### src/irq_bank_regs.svh
// Purpose: Register indices, field positions, reset values and vectors
//          for the peripheral request flag and mask bank.
// Assumes: Included by its bare name wherever a constant is needed.
// Notes:   Byte address of a register is four times its index.
`ifndef IRQ_BANK_REGS_SVH
`define IRQ_BANK_REGS_SVH

// Width of the register bus address.
`define ADDR_W 12
// Bytes per register word, used to turn an index into a byte address.
`define WORD_BYTES 12'h004

// Register indices of the flag and mask registers.
`define IDX_TIMER_AB 12'h002
`define IDX_TIMER_C_CONV 12'h003
`define IDX_TIMER_D 12'h022
`define IDX_SERIAL 12'h023
// Register indices of the event status and event enable registers.
`define IDX_EVT_STATUS 12'h024
`define IDX_EVT_ENABLE 12'h025

// Bit positions of a flag and mask pair inside a 4-bit register.
`define BIT_FLAG_LO 0
`define BIT_MASK_LO 1
`define BIT_FLAG_HI 2
`define BIT_MASK_HI 3

// Source numbering, shared by the cells, status and request vectors.
`define NUM_SRC 6
`define SRC_TIMER_A 0
`define SRC_TIMER_B 1
`define SRC_TIMER_C 2
`define SRC_TIMER_D 3
`define SRC_SERIAL 4
`define SRC_CONV 5

// Reset values of the flags, masks and the event registers.
`define FLAG_RESET 1'b0
`define MASK_RESET 1'b1
`define EVT_RESET 6'h00

// Edge select bits for the timer D capture input.
`define EDGE_FALL 0
`define EDGE_RISE 1

// Vector addresses handed to the CPU, highest priority first.
`define VEC_TIMER_A 16'h0008
`define VEC_TIMER_BD 16'h000A
`define VEC_TIMER_C 16'h000C
`define VEC_SERIAL_CONV 16'h000E
`define VEC_NONE 16'h0000

// Bus answer codes and an empty data word.
`define RESP_OKAY 2'h0
`define RESP_SLVERR 2'h2
`define DATA_ZERO 32'h00000000
`define NIBBLE_ZERO 4'h0

`endif

### src/irq_bank_pkg.sv
// Purpose: Types shared by the request flag and mask bank.
// Assumes: The constants header is available to every file.
// Notes:   Bus signals travel as two packed structs.
`include "irq_bank_regs.svh"

package irq_bank_pkg;

    // Signals driven by the AXI4-Lite master.
    typedef struct packed {
        logic awvalid;
        logic [`ADDR_W-1:0] awaddr;
        logic wvalid;
        logic [31:0] wdata;
        logic [3:0] wstrb;
        logic bready;
        logic arvalid;
        logic [`ADDR_W-1:0] araddr;
        logic rready;
    } axil_req_t;

    // Signals driven by this slave.
    typedef struct packed {
        logic awready;
        logic wready;
        logic bvalid;
        logic [1:0] bresp;
        logic arready;
        logic rvalid;
        logic [31:0] rdata;
        logic [1:0] rresp;
    } axil_rsp_t;

    // One-cycle event pulses and levels from the peripherals.
    typedef struct packed {
        logic timer_a_overflow;
        logic timer_b_overflow;
        logic timer_c_overflow;
        logic timer_d_overflow;
        logic timer_d_capture_mode;
        logic [1:0] timer_d_edge_sel;
        logic timer_d_event_input;
        logic serial_done;
        logic serial_halted;
        logic conversion_done;
    } periph_events_t;

    // Register selected by a bus address.
    typedef enum logic [2:0] {
        SEL_NONE,
        SEL_TIMER_AB,
        SEL_TIMER_C_CONV,
        SEL_TIMER_D,
        SEL_SERIAL,
        SEL_STATUS,
        SEL_ENABLE
    } reg_sel_t;

endpackage

### src/reset_sync.sv
// Purpose: Releases the asynchronous reset through two flip-flops.
// Assumes: arst_n_i may fall at any time; it rises unrelated to the clock.
// Notes:   Assertion is immediate, release is two edges late.
`timescale 1ns/1ps

module reset_sync (
    input wire logic ref_clk_i,
    input wire logic arst_n_i,
    output logic rst_n_o
);

    // First stage; only the second stage reads it.
    logic stage1;
    // Second stage, the released reset.
    logic stage2;

    // Shift a one in after release so the release meets the clock cleanly.
    always_ff @(posedge ref_clk_i or negedge arst_n_i) begin
        if (!arst_n_i) begin
            stage1 <= 1'b0;
            stage2 <= 1'b0;
        end else begin
            stage1 <= 1'b1;
            stage2 <= stage1;
        end
    end

    // The synchronised reset for the rest of the design.
    assign rst_n_o = stage2;

endmodule // reset_sync

### src/flag_mask_cell.sv
// Purpose: One request flag with its mask bit.
// Assumes: set_i is a one-cycle event pulse from the peripheral.
// Notes:   A peripheral event always beats a software write of the flag.
`timescale 1ns/1ps
`include "irq_bank_regs.svh"
module flag_mask_cell (
    input wire logic ref_clk_i,
    input wire logic rst_n_i,
    input wire logic set_i,
    input wire logic wr_i,
    input wire logic wr_flag_i,
    input wire logic wr_mask_i,
    output logic flag_o,
    output logic mask_o,
    output logic request_o
);

    // Next values of the flag and the mask.
    logic next_flag;
    logic next_mask;

    // The flag keeps its value until software writes it; an event wins.
    always_comb begin
        next_flag = flag_o;
        next_mask = mask_o;
        if (wr_i) begin
            next_flag = wr_flag_i;
            next_mask = wr_mask_i;
        end
        if (set_i) begin
            next_flag = 1'b1;
        end
    end

    // Register the flag and the mask.
    always_ff @(posedge ref_clk_i or negedge rst_n_i) begin
        if (!rst_n_i) begin
            flag_o <= `FLAG_RESET;
            mask_o <= `MASK_RESET;
        end else begin
            flag_o <= next_flag;
            mask_o <= next_mask;
        end
    end

    // A set flag is passed on only while its mask is clear.
    assign request_o = flag_o & ~mask_o;

endmodule // flag_mask_cell

### src/peripheral_irq_flag_mask_bank.sv
// Purpose: Request flags and masks of timers A to D, serial and converter,
//          with priority vector output and an AXI4-Lite register slave.
// Assumes: Event inputs are synchronous one-cycle pulses; the capture
//          input is a synchronous level.
// Notes:   Each register takes one word at four times its index.
//
// The AXI4-Lite interface to the registers was left to the implementer.
`timescale 1ns/1ps
`include "irq_bank_regs.svh"
module peripheral_irq_flag_mask_bank (
    input wire logic ref_clk_i,
    input wire logic arst_n_i,
    input irq_bank_pkg::axil_req_t axil_req_i,
    output irq_bank_pkg::axil_rsp_t axil_rsp_o,
    input irq_bank_pkg::periph_events_t events_i,
    input wire logic global_irq_enable_i,
    output logic [`NUM_SRC-1:0] request_o,
    output logic cpu_irq_request_o,
    output logic [15:0] vector_o,
    output logic irq_o
);

    import irq_bank_pkg::*;

    // Synchronised reset used by every register below.
    logic rst_n;

    // Write channel state: captured address, data and strobes.
    logic aw_held;
    logic [`ADDR_W-1:0] aw_addr;
    logic w_held;
    logic [31:0] w_data;
    logic [3:0] w_strb;
    logic bvalid;
    logic [1:0] bresp;
    logic next_aw_held;
    logic [`ADDR_W-1:0] next_aw_addr;
    logic next_w_held;
    logic [31:0] next_w_data;
    logic [3:0] next_w_strb;
    logic next_bvalid;
    logic [1:0] next_bresp;

    // Read channel state.
    logic rvalid;
    logic [31:0] rdata;
    logic [1:0] rresp;
    logic next_rvalid;
    logic [31:0] next_rdata;
    logic [1:0] next_rresp;

    // Write performed in this cycle and the register it hits.
    logic do_write;
    reg_sel_t wr_sel;
    reg_sel_t rd_sel;

    // Per source: event, write strobe, written flag and mask, outputs.
    logic [`NUM_SRC-1:0] src_set;
    logic [`NUM_SRC-1:0] src_wr;
    logic [`NUM_SRC-1:0] src_wr_flag;
    logic [`NUM_SRC-1:0] src_wr_mask;
    logic [`NUM_SRC-1:0] src_flag;
    logic [`NUM_SRC-1:0] src_mask;
    logic [`NUM_SRC-1:0] src_req;

    // Previous level of the timer D capture input, for edge detection.
    logic capture_prev;
    logic next_capture_prev;
    logic capture_edge;

    // Sticky event status, its enable, and the registered outputs.
    logic [`NUM_SRC-1:0] evt_status;
    logic [`NUM_SRC-1:0] evt_enable;
    logic [`NUM_SRC-1:0] next_evt_status;
    logic [`NUM_SRC-1:0] next_evt_enable;
    logic [`NUM_SRC-1:0] next_request;
    logic next_cpu_irq_request;
    logic [15:0] next_vector;
    logic next_irq;

    // Map a byte address onto the register it names.
    function automatic reg_sel_t decode(input logic [`ADDR_W-1:0] addr);
        logic [`ADDR_W-3:0] word;
        word = addr[`ADDR_W-1:2];
        if (word == `IDX_TIMER_AB) begin
            decode = SEL_TIMER_AB;
        end else if (word == `IDX_TIMER_C_CONV) begin
            decode = SEL_TIMER_C_CONV;
        end else if (word == `IDX_TIMER_D) begin
            decode = SEL_TIMER_D;
        end else if (word == `IDX_SERIAL) begin
            decode = SEL_SERIAL;
        end else if (word == `IDX_EVT_STATUS) begin
            decode = SEL_STATUS;
        end else if (word == `IDX_EVT_ENABLE) begin
            decode = SEL_ENABLE;
        end else begin
            decode = SEL_NONE;
        end
    endfunction

    // Hold the design in reset until two edges after release.
    reset_sync u_reset_sync (
        .ref_clk_i(ref_clk_i),
        .arst_n_i(arst_n_i),
        .rst_n_o(rst_n)
    );

    // Address and data are taken independently while no answer is out.
    assign axil_rsp_o.awready = ~aw_held & ~bvalid;
    assign axil_rsp_o.wready = ~w_held & ~bvalid;
    assign axil_rsp_o.bvalid = bvalid;
    assign axil_rsp_o.bresp = bresp;
    assign axil_rsp_o.arready = ~rvalid;
    assign axil_rsp_o.rvalid = rvalid;
    assign axil_rsp_o.rdata = rdata;
    assign axil_rsp_o.rresp = rresp;

    // The write is carried out once both halves are held.
    assign do_write = aw_held & w_held & ~bvalid;
    assign wr_sel = decode(aw_addr);
    assign rd_sel = decode(axil_req_i.araddr);

    // Next state of the write channel.
    always_comb begin
        next_aw_held = aw_held;
        next_aw_addr = aw_addr;
        next_w_held = w_held;
        next_w_data = w_data;
        next_w_strb = w_strb;
        next_bvalid = bvalid;
        next_bresp = bresp;
        if (axil_req_i.awvalid && axil_rsp_o.awready) begin
            next_aw_held = 1'b1;
            next_aw_addr = axil_req_i.awaddr;
        end
        if (axil_req_i.wvalid && axil_rsp_o.wready) begin
            next_w_held = 1'b1;
            next_w_data = axil_req_i.wdata;
            next_w_strb = axil_req_i.wstrb;
        end
        if (do_write) begin
            // Answer the write; an unmapped address gets an error.
            next_aw_held = 1'b0;
            next_w_held = 1'b0;
            next_bvalid = 1'b1;
            next_bresp = (wr_sel == SEL_NONE) ? `RESP_SLVERR : `RESP_OKAY;
        end else if (bvalid && axil_req_i.bready) begin
            // The master has taken the answer.
            next_bvalid = 1'b0;
        end
    end

    // Register the write channel.
    always_ff @(posedge ref_clk_i or negedge rst_n) begin
        if (!rst_n) begin
            aw_held <= 1'b0;
            aw_addr <= '0;
            w_held <= 1'b0;
            w_data <= `DATA_ZERO;
            w_strb <= `NIBBLE_ZERO;
            bvalid <= 1'b0;
            bresp <= `RESP_OKAY;
        end else begin
            aw_held <= next_aw_held;
            aw_addr <= next_aw_addr;
            w_held <= next_w_held;
            w_data <= next_w_data;
            w_strb <= next_w_strb;
            bvalid <= next_bvalid;
            bresp <= next_bresp;
        end
    end

    // Next state of the read channel; data are sampled when taken.
    always_comb begin
        next_rvalid = rvalid;
        next_rdata = rdata;
        next_rresp = rresp;
        if (axil_req_i.arvalid && axil_rsp_o.arready) begin
            next_rvalid = 1'b1;
            next_rresp = `RESP_OKAY;
            next_rdata = `DATA_ZERO;
            unique case (rd_sel)
                SEL_TIMER_AB: begin
                    next_rdata[`BIT_FLAG_LO] = src_flag[`SRC_TIMER_A];
                    next_rdata[`BIT_MASK_LO] = src_mask[`SRC_TIMER_A];
                    next_rdata[`BIT_FLAG_HI] = src_flag[`SRC_TIMER_B];
                    next_rdata[`BIT_MASK_HI] = src_mask[`SRC_TIMER_B];
                end
                SEL_TIMER_C_CONV: begin
                    next_rdata[`BIT_FLAG_LO] = src_flag[`SRC_TIMER_C];
                    next_rdata[`BIT_MASK_LO] = src_mask[`SRC_TIMER_C];
                    next_rdata[`BIT_FLAG_HI] = src_flag[`SRC_CONV];
                    next_rdata[`BIT_MASK_HI] = src_mask[`SRC_CONV];
                end
                SEL_TIMER_D: begin
                    // Low two bits are unused and read as zero.
                    next_rdata[`BIT_FLAG_HI] = src_flag[`SRC_TIMER_D];
                    next_rdata[`BIT_MASK_HI] = src_mask[`SRC_TIMER_D];
                end
                SEL_SERIAL: begin
                    next_rdata[`BIT_FLAG_HI] = src_flag[`SRC_SERIAL];
                    next_rdata[`BIT_MASK_HI] = src_mask[`SRC_SERIAL];
                end
                SEL_STATUS: begin
                    next_rdata[`NUM_SRC-1:0] = evt_status;
                end
                SEL_ENABLE: begin
                    next_rdata[`NUM_SRC-1:0] = evt_enable;
                end
                SEL_NONE: begin
                    // Nothing lives here; answer with an error and zero.
                    next_rresp = `RESP_SLVERR;
                end
            endcase
        end else if (rvalid && axil_req_i.rready) begin
            next_rvalid = 1'b0;
        end
    end

    // Register the read channel.
    always_ff @(posedge ref_clk_i or negedge rst_n) begin
        if (!rst_n) begin
            rvalid <= 1'b0;
            rdata <= `DATA_ZERO;
            rresp <= `RESP_OKAY;
        end else begin
            rvalid <= next_rvalid;
            rdata <= next_rdata;
            rresp <= next_rresp;
        end
    end

    // Capture edges count only in input capture use, per edge select.
    always_comb begin
        next_capture_prev = events_i.timer_d_event_input;
        capture_edge = events_i.timer_d_capture_mode &
            ((events_i.timer_d_edge_sel[`EDGE_RISE] &
              events_i.timer_d_event_input & ~capture_prev) |
             (events_i.timer_d_edge_sel[`EDGE_FALL] &
              ~events_i.timer_d_event_input & capture_prev));
    end

    // Register the previous capture input level.
    always_ff @(posedge ref_clk_i or negedge rst_n) begin
        if (!rst_n) begin
            capture_prev <= 1'b0;
        end else begin
            capture_prev <= next_capture_prev;
        end
    end

    // Route peripheral events and register writes to the flag cells.
    always_comb begin
        src_set[`SRC_TIMER_A] = events_i.timer_a_overflow;
        src_set[`SRC_TIMER_B] = events_i.timer_b_overflow;
        src_set[`SRC_TIMER_C] = events_i.timer_c_overflow;
        src_set[`SRC_TIMER_D] = events_i.timer_d_overflow |
            capture_edge;
        src_set[`SRC_SERIAL] = events_i.serial_done |
            events_i.serial_halted;
        src_set[`SRC_CONV] = events_i.conversion_done;
        src_wr = '0;
        src_wr_flag = '0;
        src_wr_mask = '0;
        if (do_write && w_strb[0]) begin
            unique case (wr_sel)
                SEL_TIMER_AB: begin
                    src_wr[`SRC_TIMER_A] = 1'b1;
                    src_wr[`SRC_TIMER_B] = 1'b1;
                end
                SEL_TIMER_C_CONV: begin
                    src_wr[`SRC_TIMER_C] = 1'b1;
                    src_wr[`SRC_CONV] = 1'b1;
                end
                SEL_TIMER_D: begin
                    src_wr[`SRC_TIMER_D] = 1'b1;
                end
                SEL_SERIAL: begin
                    src_wr[`SRC_SERIAL] = 1'b1;
                end
                SEL_STATUS, SEL_ENABLE, SEL_NONE: begin
                    // These registers hold no flag or mask pair.
                end
            endcase
        end
        // Software clears a serviced flag by writing zero to it.
        src_wr_flag[`SRC_TIMER_A] = w_data[`BIT_FLAG_LO];
        src_wr_mask[`SRC_TIMER_A] = w_data[`BIT_MASK_LO];
        src_wr_flag[`SRC_TIMER_B] = w_data[`BIT_FLAG_HI];
        src_wr_mask[`SRC_TIMER_B] = w_data[`BIT_MASK_HI];
        src_wr_flag[`SRC_TIMER_C] = w_data[`BIT_FLAG_LO];
        src_wr_mask[`SRC_TIMER_C] = w_data[`BIT_MASK_LO];
        src_wr_flag[`SRC_CONV] = w_data[`BIT_FLAG_HI];
        src_wr_mask[`SRC_CONV] = w_data[`BIT_MASK_HI];
        src_wr_flag[`SRC_TIMER_D] = w_data[`BIT_FLAG_HI];
        src_wr_mask[`SRC_TIMER_D] = w_data[`BIT_MASK_HI];
        src_wr_flag[`SRC_SERIAL] = w_data[`BIT_FLAG_HI];
        src_wr_mask[`SRC_SERIAL] = w_data[`BIT_MASK_HI];
    end

    // One flag and mask cell per source; masks gate the requests.
    for (genvar i = 0; i < `NUM_SRC; i++) begin : g_cell
        flag_mask_cell u_cell (
            .ref_clk_i(ref_clk_i),
            .rst_n_i(rst_n),
            .set_i(src_set[i]),
            .wr_i(src_wr[i]),
            .wr_flag_i(src_wr_flag[i]),
            .wr_mask_i(src_wr_mask[i]),
            .flag_o(src_flag[i]),
            .mask_o(src_mask[i]),
            .request_o(src_req[i])
        );
    end

    // Sticky event status, write-one-to-clear, and its enable register.
    always_comb begin
        next_evt_status = evt_status;
        next_evt_enable = evt_enable;
        if (do_write && w_strb[0] && wr_sel == SEL_STATUS) begin
            next_evt_status = evt_status & ~w_data[`NUM_SRC-1:0];
        end
        if (do_write && w_strb[0] && wr_sel == SEL_ENABLE) begin
            next_evt_enable = w_data[`NUM_SRC-1:0];
        end
        // A new event survives a clear in the same cycle.
        next_evt_status = next_evt_status | src_set;
    end

    // Requests, priority vector and interrupt output.
    always_comb begin
        next_request = src_req;
        // Handling starts only with the global enable set.
        next_cpu_irq_request = (|src_req) & global_irq_enable_i;
        next_irq = |(evt_status & evt_enable);
        // Highest priority pending request picks the vector.
        if (src_req[`SRC_TIMER_A]) begin
            next_vector = `VEC_TIMER_A;
        end else if (src_req[`SRC_TIMER_B] || src_req[`SRC_TIMER_D]) begin
            next_vector = `VEC_TIMER_BD;
        end else if (src_req[`SRC_TIMER_C]) begin
            next_vector = `VEC_TIMER_C;
        end else if (src_req[`SRC_SERIAL] || src_req[`SRC_CONV]) begin
            next_vector = `VEC_SERIAL_CONV;
        end else begin
            next_vector = `VEC_NONE;
        end
    end

    // Register the event registers and every data output.
    always_ff @(posedge ref_clk_i or negedge rst_n) begin
        if (!rst_n) begin
            evt_status <= `EVT_RESET;
            evt_enable <= `EVT_RESET;
            request_o <= '0;
            cpu_irq_request_o <= 1'b0;
            vector_o <= `VEC_NONE;
            irq_o <= 1'b0;
        end else begin
            evt_status <= next_evt_status;
            evt_enable <= next_evt_enable;
            request_o <= next_request;
            cpu_irq_request_o <= next_cpu_irq_request;
            vector_o <= next_vector;
            irq_o <= next_irq;
        end
    end

endmodule // peripheral_irq_flag_mask_bank

### config.mk
export PLATFORM = sky130hd
export DESIGN_NAME = peripheral_irq_flag_mask_bank
export DESIGN_NICKNAME = d
export VERILOG_FILES = /design/src/irq_bank_pkg.sv /design/src/reset_sync.sv /design/src/flag_mask_cell.sv /design/src/peripheral_irq_flag_mask_bank.sv
export VERILOG_INCLUDE_DIRS = /design/src
export SDC_FILE = /design/constraint.sdc
export NUM_CORES = 1
export LEC_CHECK = 0
export ABC_CLOCK_PERIOD_IN_PS = 3420
export BUFFER_PORTS_ARGS = -buffer_cell sky130_fd_sc_hd__clkbuf_2
export CORE_AREA = 2 2 99 101
export DETAILED_ROUTE_END_ITERATION = 12
export DIE_AREA = 0 0 101 103
export SLEW_MARGIN = 20
export SYNTH_ARGS = -nofsm -noshare
export SYNTH_HDL_FRONTEND = slang
export SYNTH_HIERARCHICAL = 1
export SYNTH_SLANG_ARGS = --single-unit
### constraint.sdc
create_clock -name ref_clk_i -period 3.42 [get_ports ref_clk_i]
set_clock_uncertainty 0.2 [all_clocks]
set_input_delay 0.171 -clock ref_clk_i [delete_from_list [all_inputs] [get_ports ref_clk_i]]
set_output_delay 0.171 -clock ref_clk_i [all_outputs]
set_load 0.03 [all_outputs]
# ---- Yosys cells after proc, flatten, opt, wreduce, memory -nomap -nowiden
# Cells that the tools add are included.
dict set report word_totals {
  inputBits 79
  wordCells 161
  register_bits 84
}
dict set report classes {
  bitwise 35
  reduce_logical 24
  eq_ne 24
  muxes 47
}
# op n
set ops {}
lappend ops {{10-bit by 6-bit == test with 1-bit output, second input constant} 8}
lappend ops {{10-bit by 2-bit == test with 1-bit output, second input constant} 4}
lappend ops {{3-bit 2-to-1 mux} 12}
lappend ops {{1-bit 2-to-1 mux} 23}
lappend ops {{2-bit nonzero test} 10}
lappend ops {{3-bit == test, second input constant} 6}
lappend ops {{1-bit bitwise AND} 16}
lappend ops {{4-bit 2-to-1 mux} 4}
lappend ops {{6-bit bitwise AND} 2}
lappend ops {{3-bit by 2-bit == test with 1-bit output, second input constant} 4}
lappend ops {{6-bit 2-to-1 mux} 2}
lappend ops {{1-bit inverter} 12}
lappend ops {{2-bit case mux with 6 select lines} 1}
lappend ops {{6-bit OR reduction} 2}
lappend ops {{1-bit logical AND} 8}
lappend ops {{2-bit case mux with 4 select lines} 1}
lappend ops {{3-bit by 1-bit == test with 1-bit output, second input constant} 2}
lappend ops {{3-bit zero test} 2}
lappend ops {{2-bit 2-to-1 mux} 3}
lappend ops {{6-bit inverter} 1}
lappend ops {{6-bit OR} 1}
lappend ops {{2-bit case mux with 2 select lines} 1}
lappend ops {{1-bit OR} 3}
lappend ops {{1-bit logical OR} 2}

# ---- Longest topological paths before layout
# Gate-level depths: netlist of the first run.
dict set report logic_depth {
  word_depth 12
  depth_mapped 6
  depth_no_buf 5
}

# ---- Modules after synthesis
# Netlist of the first run, hierarchy kept.
# module cells_each seq_area_each_um2 area_each_um2 instances
set by_module_without_submodules {}
lappend by_module_without_submodules {peripheral_irq_flag_mask_bank 247 1326.3 2662.6 1}
lappend by_module_without_submodules {flag_mask_cell 6 51.3 83.8 6}
lappend by_module_without_submodules {reset_sync 3 50.0 53.8 1}

# ---- Worst setup path before layout of the first run
# No wires, ideal clock.
dict set report synth_path {
  kind {register to register}
  start {register bvalid}
  end {register g_cell[2].u_cell.flag_o}
  path_stages_with_launch 7
  arrival_ns 1.758
  t_required_ns 3.096
  setup_ns 0.124
  slack_ns 1.338
  path_cell_list {dfrtp_1 and3b_1 buf_6 nand3_4 nor4_1 nor2b_1 a211o_1}
}
dict set report synth_via {
  elab_chain_cells 5
}
# element line
set synth_rtl {}
lappend synth_rtl {{start, declared} peripheral_irq_flag_mask_bank.sv:34} ;# logic bvalid;
lappend synth_rtl {{start signal, assigned} peripheral_irq_flag_mask_bank.sv:170} ;# bvalid <= next_bvalid;
lappend synth_rtl {{1-bit inverter} peripheral_irq_flag_mask_bank.sv:120} ;# assign do_write = aw_held & w_held & ~bvalid;
lappend synth_rtl {{1-bit bitwise AND} peripheral_irq_flag_mask_bank.sv:120}
lappend synth_rtl {{1-bit logical AND} peripheral_irq_flag_mask_bank.sv:267} ;# if (do_write && w_strb[0]) begin
lappend synth_rtl {{6-bit 2-to-1 mux} peripheral_irq_flag_mask_bank.sv:267}
lappend synth_rtl {{via src_wr[2]} peripheral_irq_flag_mask_bank.sv:59} ;# logic [`NUM_SRC-1:0] src_wr;
lappend synth_rtl {{2-bit nonzero test (no source line)} -}
lappend synth_rtl {{end signal, assigned} flag_mask_cell.sv:38} ;# flag_o <= `FLAG_RESET;
lappend synth_rtl {{end signal, assigned} flag_mask_cell.sv:41} ;# flag_o <= next_flag;
lappend synth_rtl {{end, declared} flag_mask_cell.sv:13} ;# output logic flag_o,
# The timed path passes the listed nets, and every way through them passes these cells.
# A chain may end at the register's enable or synchronous reset.

# ---- Final worst setup path of the first run
dict set report layout_path {
  start {register bvalid}
  end {register evt_enable[5]}
}
dict set report layout_via {
  elab_chain_cells 4
}
# element line
set layout_rtl {}
lappend layout_rtl {{1-bit inverter} peripheral_irq_flag_mask_bank.sv:120}
lappend layout_rtl {{1-bit bitwise AND} peripheral_irq_flag_mask_bank.sv:120}
lappend layout_rtl {{1-bit logical AND (2 in series)} peripheral_irq_flag_mask_bank.sv:325} ;# if (do_write && w_strb[0] && wr_sel == SEL_ENABLE) begin
lappend layout_rtl {{end signal, assigned} peripheral_irq_flag_mask_bank.sv:356} ;# evt_enable <= `EVT_RESET;
lappend layout_rtl {{end signal, assigned} peripheral_irq_flag_mask_bank.sv:363} ;# evt_enable <= next_evt_enable;
lappend layout_rtl {{end, declared} peripheral_irq_flag_mask_bank.sv:73} ;# logic [`NUM_SRC-1:0] evt_enable;
# No other way between the ends.

==> reports/results.ini, run 1 <==
[run_status]
outcome=complete, no violations

[power]
p_sw_frac=0.324
power.internal_mw=1.45
power_mw=2.14
p_comb_frac=0.235
power_density_nw_per_um2=525
p_sw_mw=0.695
power.share.sequential=0.495
leakagePower_nw=1.87
ir_drop_mv=0.568
power.share.clock=0.270

[drt]
met2WireLength_um=3260
drc=0
vias=2305
drt-met1-wl_um=2960
wl_met3_um=383
drt_iter0_markers=70
routed.top_layer=met4
antenna_left=0
totalWireLength_um=6630
routed_via_density=4.45
drtPass1Iterations=4
wl_per_cell_um=12.8

[finish]
fillCellCount=936
area_growth_pct=26.7
antenna_cells=0
multiInputGateArea_um2=1290
drive_gt1_frac=0.297
final_nets=478
regArea_um2=1690

[floorplanning]
core-area_um2=9460
fp.dieW_um=101
die_h_um=103
pin_count=144
dieArea_um2=10400
start_util=0.340
rows=36

[synthesis]
synth.avg_cell_area_um2=11.3
yosysWarnings=6
ys_ff_latch=67
synthMuxAreaShare=0.127
synth_top_family_by_area=simple AND/OR/NAND/NOR gates
syn_inst=286
yosys.area_share.xor_xnor=0
synth_compound_area_frac=0.0847
yosysUniqueCellTypes=39
synth_fa_ha_area_frac=0
seq_area_frac_synth=0.523
syn_area_um2=3220
synth-simple-area-share=0.139

[grt]
grt_start_max_net_pins=33
grt_pass1_wl_um=10800
grt_overflow=0
globalRouteTotalUtil=0.137
antenna_found_initial=0
grt_pass1_vias=2337

[timing]
setup_viol=0
hold_viol_final=0
period_needed_ns=2.22
rsz0062_at_grt=false
timing.final.crit_share=0.649
relSlewSlack=0.513
fmax_mhz=450
tightest_slew_ns=0.726
finalSetupTns_ns=0
maxSlewViolCount=0

[critical_path]
critPathCaptureType=flip-flop
critPathMaxFanout=7
worstPathRequired_ns=3.44
cp-start-kind=flip-flop
crit_type=reg -> reg
r2r_cells=4
arrival_ns=2.24

[clock_tree]
cts_buffers=9
clk_latency_ns=0.34
clock_sinks=67
cts.clk_slew.worst_paths_ns=0.07
root_buffer=clkbuf_8
post_cts_buffers=0
postCtsResizedCells=0
cts_buffer_depth=2
cts_tree=yes
htreeDepth=3

[placed_design]
place_congestion=0.804
port-buffer-count=69
dp_hpwl_um=4810

[worst_hold_path]
min_path_type=in -> reg
hold_depth=3

[run]
drv_cap=0

cell usage after synthesis (all sizes together):
master / number / area share
o21ai: 13 / 0.020
a211oi: 2 / 0.0047
nor2: 16 / 0.019
or3: 1 / 0.0019
nand2: 16 / 0.019
o21bai: 1 / 0.0023
dfstp: 6 / 0.049
nand2b: 1 / 0.0019
nand3: 5 / 0.012
inv: 10 / 0.012
o22ai: 1 / 0.0019
a22oi: 3 / 0.0070
buf: 46 / 0.11
dfrtp: 61 / 0.47
mux2: 29 / 0.11
a32o: 2 / 0.0062
clkbuf: 3 / 0.0035
a31oi: 6 / 0.012
nor4: 4 / 0.0078
nand3b: 6 / 0.014
nor3: 7 / 0.012
or4: 1 / 0.0023
a21o: 1 / 0.0023
mux2i: 6 / 0.019
a211o: 6 / 0.016
o41ai: 1 / 0.0027
nor3b: 2 / 0.0047
nor2b: 17 / 0.033
and2: 2 / 0.0039
and3b: 2 / 0.0054
conb: 2 / 0.0023
a21oi: 6 / 0.0093
nand4b: 1 / 0.0027
what timing repair did:
action | 4_1_cts | 5_1_grt
endpoints found under the hold margin | 41 | 0
endpoints found under the setup margin | 0 | 0
hold buffers | 37 | 0
final cells by class:
cell class / instances / area share
Inverter: 10 / 0.00920
Clock inverter: 3 / 0.00368
Timing Repair Buffer: 111 / 0.185
Multi-Input combinational cell: 200 / 0.316
Tap cell: 114 / 0.0350
Sequential cell: 67 / 0.413
Clock buffer: 13 / 0.0389
metrics by stage:
step	hold slack [ns]	instances	cell area (µm²)	setup WS [ns]	utilization
global route	0.0616	518	4080	0.987	0.431
finish	0.0185	518	4080	1.20	0.431
global placement	-0.240	465	3540	1.24	0.374
detailed placement	-0.238	465	3540	1.22	0.374
CTS	0.0184	518	4080	1.20	0.431
floorplan	-0.325	326	3370	1.23	-
placed cells by master (no fill, tap or decap), types with 2 or more instances in the layout:
| cell type | count |
|---|---|
| nand3_1 | 4 |
| clkinv_2 | 3 |
| a31oi_1 | 6 |
| mux2_4 | 6 |
| dfstp_2 | 6 |
| nor2b_1 | 17 |
| clkbuf_1 | 2 |
| inv_1 | 10 |
| o21ai_0 | 13 |
| clkbuf_8 | 11 |
| dlygate4sd3_1 | 37 |
| nand3b_1 | 6 |
| nor2_1 | 16 |
| and2_1 | 2 |
| mux2i_1 | 6 |
| nor4_1 | 4 |
| a32o_1 | 2 |
| nor3b_1 | 2 |
| a211o_1 | 6 |
| mux2_1 | 6 |
| nand2_1 | 16 |
| dfrtp_1 | 60 |
| mux2_2 | 17 |
| clkbuf_2 | 69 |
| a21oi_1 | 6 |
| buf_4 | 5 |
| a211oi_1 | 2 |
| nor3_1 | 6 |
| conb_1 | 42 |
| a22oi_1 | 3 |
| and3b_1 | 2 |
power groups by stage:
stage / clock, mW / combinational, mW / sequential (mW)
after floorplan: 0 / 0.408 / 1.06
after global placement: 0 / 0.463 / 1.07
after detailed placement: 0 / 0.473 / 1.08
after CTS: 0.604 / 0.507 / 1.06
after global routing: 0.645 / 0.559 / 1.08
final: 0.579 / 0.502 / 1.06
state kept, by name, summed over array words and instances (netlist names), 3 cells and up:
name	cells
aw_addr	10
evt_enable	6
evt_status	6
g_cell.u_cell/flag_o	6
g_cell.u_cell/mask_o	6
rdata	6
request_o	6
vector_o	3
w_data	6
worst paths after layout:
check | startpoint | to | slack (ns)
max in group asynchronous | arst_n_i | u_reset_sync/rst_n_o | 2.42
min | axil_req_i[13] | rvalid | 0.02
min in group asynchronous | u_reset_sync/rst_n_o | g_cell[3].u_cell/mask_o | 0.04
min reg2reg | u_reset_sync/rst_n_o | g_cell[3].u_cell/mask_o | 0.04
max reg2reg | bvalid | evt_enable[5] | 1.20
max | bvalid | evt_enable[5] | 1.20
critical path, stage by stage (launching register included):
cell and delay [ns]:
dfrtp_1 0.43, and3b_1 0.38, nand3_4 0.14, or3_1 0.57, mux2_4 0.37
per-layer routing:
| layer | track usage | vias to the layer above |
|---|---|---|
| met2 | 0.231 | 79 |
| met1 | 0.165 | 1096 |
| met4 | 0.0395 | 0 |
| li1 | - | 1128 |
| met3 | 0.0515 | 2 |
| met5 | 0 | - |
cells by family (layout without fill, tap and decap cells):
family,after synthesis,after routing
AO/OA/AOI/OAI,42,42
buffers and inverters,59,137
flip-flops,67,67
multiplexers,35,35
other,2,42
AND/OR/NAND/NOR,81,81
(Power assumes the default switching activity.)
==> run 2, diff against run 1 <==
--- a/config.mk
+++ b/config.mk
@@ -6,11 +6,12 @@
 export SDC_FILE = /design/constraint.sdc
 export NUM_CORES = 1
 export LEC_CHECK = 0
-export ABC_CLOCK_PERIOD_IN_PS = 3420
+export ABC_AREA = 1
+export ABC_CLOCK_PERIOD_IN_PS = 2000
 export BUFFER_PORTS_ARGS = -buffer_cell sky130_fd_sc_hd__clkbuf_2
-export CORE_AREA = 2 2 99 101
+export CORE_AREA = 2 2 106 108
 export DETAILED_ROUTE_END_ITERATION = 12
-export DIE_AREA = 0 0 101 103
+export DIE_AREA = 0 0 108 110
 export SLEW_MARGIN = 20
 export SYNTH_ARGS = -nofsm -noshare
 export SYNTH_HDL_FRONTEND = slang
==> constraint.sdc (replaced) <==
create_clock -name ref_clk_i -period 2 [get_ports ref_clk_i]
set_clock_uncertainty 0.2 [all_clocks]
set_input_delay 0.1 -clock ref_clk_i [delete_from_list [all_inputs] [get_ports ref_clk_i]]
set_output_delay 0.1 -clock ref_clk_i [all_outputs]
set_load 0.03 [all_outputs]
==> run 2 against run 1 <==
  * Flip-flop and latch count did not move
  * Synthesized cell count rose by 57%
  * Clock power rose by 76%
  * Core utilization fell by 0.19 points
  * Combinational power rose to 2.7 times the previous value
  * Sequential power rose by 78%
  * Global-route usage rose by 0.92 points
  * Clock-buffer cell count did not move
  * Final area rose by 13%
  * Die area rose by 14%
  * Critical path type is now in -> reg
==> reports/results.ini, run 2 <==
[synthesis]
synth.most_common_cell=nand2_1  ; was dfrtp_1
synthTopCellsByArea=dfrtp_1, nand2_1, buf_4  ; was dfrtp_1, buf_4, mux2_2
syn_area_um2=3660  ; was 3220 µm²
yosysUniqueCellTypes=33  ; was 39
synth.avg_cell_area_um2=8.18  ; was 11.3 µm²
synthTopCellsByCount=nand2_1, dfrtp_1, nor2_1  ; was dfrtp_1, buf_4, mux2_2, nor2b_1
yosysWarnings=6  ; unchanged
ys.flop_type=dfrtp_1  ; unchanged
async_flop_share=1.00  ; unchanged
seq_area_frac_synth=0.460  ; was 0.523
synth_edf_count=0  ; unchanged
ys_ff_latch=67  ; unchanged
netlist.area_leader.share=0.417  ; was 0.474
syn_inst=448  ; was 286
synth_top_area_cell=dfrtp_1  ; unchanged

[finish]
fillCellCount=1066  ; was 936
largest_register_ffs=10  ; unchanged
antenna_cells=0  ; unchanged
final_nets=642  ; was 478
multiInputGateArea_um2=1560  ; was 1290 µm²
regArea_um2=1690  ; unchanged
final_cell_mix=nand2_1, clkbuf_2, dfrtp_1  ; was clkbuf_2, dfrtp_1, conb_1
drive_gt1_frac=0.268  ; was 0.297
top_register=aw_addr  ; unchanged
area_growth_pct=25.4  ; was 26.7%
final_common_cell=nand2_1  ; was clkbuf_2

[floorplanning]
pin_count=144  ; unchanged
rows=38  ; was 36
start_util=0.342  ; was 0.340
core-area_um2=10700  ; was 9460 µm²
dieArea_um2=11900  ; was 10400 µm²
fp.dieW_um=108  ; was 101 µm
die_h_um=110  ; was 103 µm

[placed_design]
dp_hpwl_um=6070  ; was 4810 µm
place_congestion=0.865  ; was 0.804
port-buffer-count=69  ; unchanged

[clock_tree]
cts_tree=yes  ; unchanged
htreeDepth=3  ; unchanged
root_buffer=clkbuf_8  ; unchanged
clock_sinks=67  ; unchanged
cts_buffers=9  ; unchanged
clk_latency_ns=0.34  ; about the same
cts_buffer_depth=2  ; unchanged
cts.clk_slew.worst_paths_ns=0.07  ; about the same

[timing]
hold_viol_final=0  ; unchanged
tightest_slew_ns=0.518  ; was 0.726 ns
finalSetupTns_ns=0  ; unchanged
setup_viol=0  ; unchanged
whs_ns=0.00735  ; was 0.0185 ns
fmax_mhz=517
relSlewSlack=0.654  ; was 0.513
timing.final.crit_share=0.967
maxSlewViolCount=0  ; unchanged
period_needed_ns=1.93

[power]
ir_drop_mv=0.904  ; was 0.568 mV
power_mw=4.29  ; was 2.14 mW
leakagePower_nw=2.36  ; was 1.87 nW
power_density_nw_per_um2=933  ; was 525 nW/µm²

[grt]
grt_pass1_vias=2964  ; was 2337
met2_usage=0.242  ; was 0.231
globalRouteTotalUtil=0.146  ; was 0.137
grt_overflow=0  ; unchanged
grt_start_max_net_pins=48  ; was 33
grt_use_met1=0.187  ; was 0.165
antenna_found_initial=0  ; unchanged
grt_use_met3=0.0359  ; was 0.0515
grt_pass1_wl_um=13700  ; was 10800 µm
grt.busiest_layer=met2  ; unchanged

[critical_path]
critPathMaxFanout=3  ; was 7
critPathCaptureType=flip-flop  ; unchanged
cp-start-kind=primary input  ; was flip-flop
crit_type=in -> reg  ; was reg -> reg
arrival_ns=1.96  ; was 2.24 ns
worstPathRequired_ns=2.03  ; was 3.44 ns

[drt]
totalWireLength_um=8150  ; was 6630 µm
drt_iter0_markers=168  ; was 70
drc=0  ; unchanged
wl_per_cell_um=11.5  ; was 12.8 µm
antenna_left=0  ; unchanged
routed_via_density=4.37  ; was 4.45
vias=3087  ; was 2305
drtPass1Iterations=4  ; unchanged

[worst_hold_path]
min_path_type=reg -> async  ; was in -> reg

[run]
drv_cap=0  ; unchanged

[run_status]
outcome=complete, no violations  ; unchanged

==> run 2: cell count changes in the layout (fill, tap and decap cells not counted), moves of 7 or more <==
cell / change
nand4_1: +11
a21oi_1: +9
inv_2: +9
nand2_2: +11
nand2_1: +75
nand3_2: +11
nand3_1: +30
nor2_2: +7
inv_1: +41
mux2_2: -12
nor2_1: +36
nor2b_1: -17
==> run 2: per-layer routing <==
| metal | vias to the layer above | wire length [µm] |
|---|---|---|
| li1 | 1556 | - |
| met1 | 1406 | 3720 |
| met2 | 110 | 3740 |
| met3 | 15 | 541 |
| met4 | 0 | 142 |
| met5 | - | 0 |
==> run 2: cell families (layout without fill, tap and decap cells) <==
group                  Yosys count  in the layout  share of synthesized area
flip-flops                      67             67                      0.460
AO/OA/AOI/OAI                   34             34                     0.0505
multiplexers                     5              5                     0.0154
buffers and inverters          109            188                      0.161
other                            2             42                    0.00205
AND/OR/NAND/NOR                231            231                      0.311
==> run 2: timing repair <==
action / CTS / global route
hold buffers: 36 / 0
setup endpoints to repair: 0 / 6
setup buffers: 0 / 3
hold endpoints to repair: 38 / 0
resized for setup: 0 / 4
==> run 2: power breakdown <==
part           total (mW)  leakage (nW)  switching (mW)  internal [mW]
combinational        1.38          1.53           0.922          0.457
sequential           1.89         0.735           0.242           1.65
clock                1.02        0.0953           0.479          0.541
total                4.29          2.36            1.64           2.64
==> run 2: critical path, cell delays in order <==
cell           delay (ns)
dlygate4sd3_1        0.54
clkbuf_2             0.13
a21oi_1              0.15
inv_1                0.05
a31oi_1              0.16
dlygate4sd3_1        0.63
inv_1                0.07
inv_1                0.07
nand3_2              0.07
==> run 2: cell type report <==
| class | instances | share of cell area |
|---|---|---|
| clock inverter | 2 | 0.00218 |
| tap | 140 | 0.0381 |
| multi-input combinational | 312 | 0.339 |
| clock buffer | 13 | 0.0368 |
| sequential | 67 | 0.367 |
| timing repair buffer | 111 | 0.166 |
| inverter | 62 | 0.0509 |
==> run 2: per-stage QoR <==
stage	util	instance area (µm²)	worst slack [ns]	cells
2_1_floorplan	-	3810	0.181	488
3_3_place_gp	0.375	4020	0.186	653
3_5_place_dp	0.375	4020	0.134	653
4_1_cts	0.426	4550	0.108	704
5_1_grt	0.429	4590	-0.00962	707
6_report	0.429	4590	0.0662	707
==> run 2: path summary, 6_finish.rpt <==
path	startpoint	to	slack, ns	cells past startpoint
max in group asynchronous	u_reset_sync/rst_n_o	g_cell[5].u_cell/mask_o	0.94	1
worst max register to register	capture_prev	g_cell[3].u_cell/flag_o	0.12	7
min in group ref_clk_i	axil_req_i[10]	rdata[4]	0.05	6
worst max-delay path	events_i[3]	g_cell[3].u_cell/flag_o	0.07	9
worst min register to register	u_reset_sync/rst_n_o	aw_held	0.007	0
worst min-delay path	u_reset_sync/rst_n_o	aw_held	0.007	0
==> run 3, diff against run 2 <==
--- a/config.mk
+++ b/config.mk
@@ -12,6 +12,7 @@
 export CORE_AREA = 2 2 106 108
 export DETAILED_ROUTE_END_ITERATION = 12
 export DIE_AREA = 0 0 108 110
+export PLACE_DENSITY = 0.73
 export SLEW_MARGIN = 20
 export SYNTH_ARGS = -nofsm -noshare
 export SYNTH_HDL_FRONTEND = slang
==> run 3 against run 2 <==
  * The run now ends with negative hold slack left
  * Clock power about the same
  * Fmax rose by 4.5%
  * Total power is 1.6% higher
  * Die area stayed put
  * Clock-buffer cell count increased by 1
  * First-iteration DRC count down 23%
  * Combinational power up 3%
  * Routed wire length up 1.2%
  * Non-clock buffer count up 1
  * Sequential power about the same
  * Final area rose by 0.68%
  * Core utilization is 0.29 points higher
  * Largest power group unchanged
==> reports/results.ini, run 3 (synthesis gave the netlist of run 2 again) <==
[run_status]
outcome=finished, violations left  ; was complete, no violations
violations=negative hold slack

[timing]
relSlewSlack=0.647  ; was 0.654
fmax_mhz=541  ; was 517 MHz
timing.final.crit_share=0.925  ; was 0.967
setup_viol=0  ; unchanged
tightest_slew_ns=0.528  ; was 0.518 ns
maxSlewViolCount=0  ; unchanged
rsz0062_at_grt=true
whs_ns=-0.00992  ; was 0.00735 ns
period_needed_ns=1.85  ; was 1.93 ns
finalSetupTns_ns=0  ; unchanged
hold_viol_final=9  ; was 0

[clock_tree]
cts_tree=yes  ; unchanged
clock_sinks=67  ; unchanged
cts.clk_slew.worst_paths_ns=0.08  ; was 0.07 ns
cts_buffers=9  ; unchanged
root_buffer=clkbuf_8  ; unchanged
clk_latency_ns=0.35  ; was 0.34 ns
htreeDepth=3  ; unchanged
cts_buffer_depth=2  ; unchanged

[run]
drv_cap=0  ; unchanged

[critical_path]
critical_path_buf_inv_count=2  ; was 6
cp-start-kind=flip-flop  ; was primary input
crit_slowest_cell=dfrtp_1  ; was dlygate4sd3_1
critical_path.top_delay_family=simple AND/OR/NAND/NOR gates  ; was buffers and inverters
worst-path-stages=11  ; was 9
crit_type=reg -> reg  ; was in -> reg
critPathCaptureType=flip-flop  ; unchanged
critPathMaxFanout=6  ; was 3
worstPathRequired_ns=2.02  ; was 2.03 ns
crit_path_max_incr_delay_ns=0.39  ; was 0.63 ns
crit_path_cell_trace=nor2_2 -> nand2_4 -> nor2_4 -> nand3_4 -> o22ai_4 -> nand2_1 -> nor2_1 -> buf_4 -> inv_2 -> nand2_2 -> nand3_2  ; was dlygate4sd3_1 -> clkbuf_2 -> a21oi_1 -> inv_1 -> a31oi_1 -> dlygate4sd3_1 -> inv_1 -> inv_1 -> nand3_2
arrival_ns=1.87  ; was 1.96 ns
r2r_cells=11  ; was 7

[finish]
regArea_um2=1690  ; about the same
area_growth_pct=26.3  ; was 25.4%
top_register=aw_addr  ; unchanged
design_area_um2=4630  ; was 4590 µm²
final_common_cell=nand2_1  ; unchanged
drive_gt1_frac=0.274  ; was 0.268
final_cell_mix=nand2_1, clkbuf_2, dfrtp_1  ; unchanged
largest_register_ffs=10  ; unchanged
fin_cells=709  ; was 707
antenna_cells=0  ; unchanged
final_nets=643  ; was 642
fillCellCount=1080  ; was 1066
multiInputGateArea_um2=1580  ; was 1560 µm²

[drt]
drc=0  ; unchanged
drtPass1Iterations=4  ; unchanged
drt_iter0_markers=130  ; was 168
wl_per_cell_um=11.6  ; was 11.5 µm
vias=3130  ; was 3087
routed_via_density=4.41  ; was 4.37
antenna_left=0  ; unchanged
totalWireLength_um=8240  ; was 8150 µm

[floorplanning]
dieArea_um2=11900  ; unchanged
start_util=0.342  ; unchanged
core-area_um2=10700  ; unchanged
pin_count=144  ; unchanged
die_h_um=110  ; unchanged
rows=38  ; unchanged
fp.dieW_um=108  ; unchanged

[placed_design]
place_inst=654  ; was 653
port-buffer-count=69  ; unchanged
dpl_cell_area_um2=4020  ; about the same
place_congestion=0.881  ; was 0.865
dp_hpwl_um=6100  ; was 6070 µm

[power]
power_density_nw_per_um2=942  ; was 933 nW/µm²
leakagePower_nw=2.37  ; was 2.36 nW
power_mw=4.36  ; was 4.29 mW
ir_drop_mv=0.775  ; was 0.904 mV

[grt]
antenna_found_initial=0  ; unchanged
grt_overflow=0  ; unchanged
globalRouteTotalUtil=0.146  ; about the same
grt_pass1_vias=3003  ; was 2964
grt_start_max_net_pins=50  ; was 48
grt_pass1_wl_um=13500  ; was 13700 µm

[worst_hold_path]
min_path_type=reg -> async  ; unchanged

run 3: worst paths after layout:
| path | startpoint | end | slack [ns] |
|---|---|---|---|
| min | u_reset_sync/rst_n_o | bresp[1] | -0.01 |
| min in group ref_clk_i | axil_req_i[6] | rdata[5] | 0.03 |
| max reg2reg | aw_addr[8] | g_cell[1].u_cell/flag_o | 0.15 |
| max | aw_addr[8] | g_cell[1].u_cell/flag_o | 0.15 |
| max in group asynchronous | u_reset_sync/rst_n_o | g_cell[0].u_cell/mask_o | 0.96 |
| min reg2reg | u_reset_sync/rst_n_o | bresp[1] | -0.01 |
run 3: final cells by class:
class / instances / share of cell area
flip-flops and latches: 67 / 0.365
multi-input cells: 312 / 0.341
repair buffers: 112 / 0.166
inverters: 62 / 0.0514
well taps: 140 / 0.0379
clock buffers: 14 / 0.0373
clock inverters: 2 / 0.00216
run 3: through the flow:
step                utilization  setup WS [ns]
detailed placement        0.376          0.107
floorplan                     -          0.181
finish                    0.432          0.150
global placement          0.376          0.184
global route              0.432        0.00195
CTS                       0.425         0.0654
run 3: power by group:
part	total (mW)	switching, mW	leakage (nW)	internal, mW
registers	1.89	0.243	0.734	1.65
logic	1.42	0.959	1.54	0.460
clock network	1.05	0.496	0.0965	0.549
total	4.36	1.70	2.37	2.66
run 3: what timing repair did:
item	in CTS	in global routing
hold endpoints to repair	39	0
hold buffers	34	0
resized for setup	0	9
buffers inserted	0	5
setup endpoints to repair	0	11
run 3: routing by layer:
metal / GRT usage / vias up / share of wire
li1: - / 1571 / -
met2: 0.252 / 106 / 0.48
met3: 0.0370 / 16 / 0.056
met4: 0.0549 / 0 / 0.021
met5: 0 / - / 0
met1: 0.176 / 1437 / 0.44
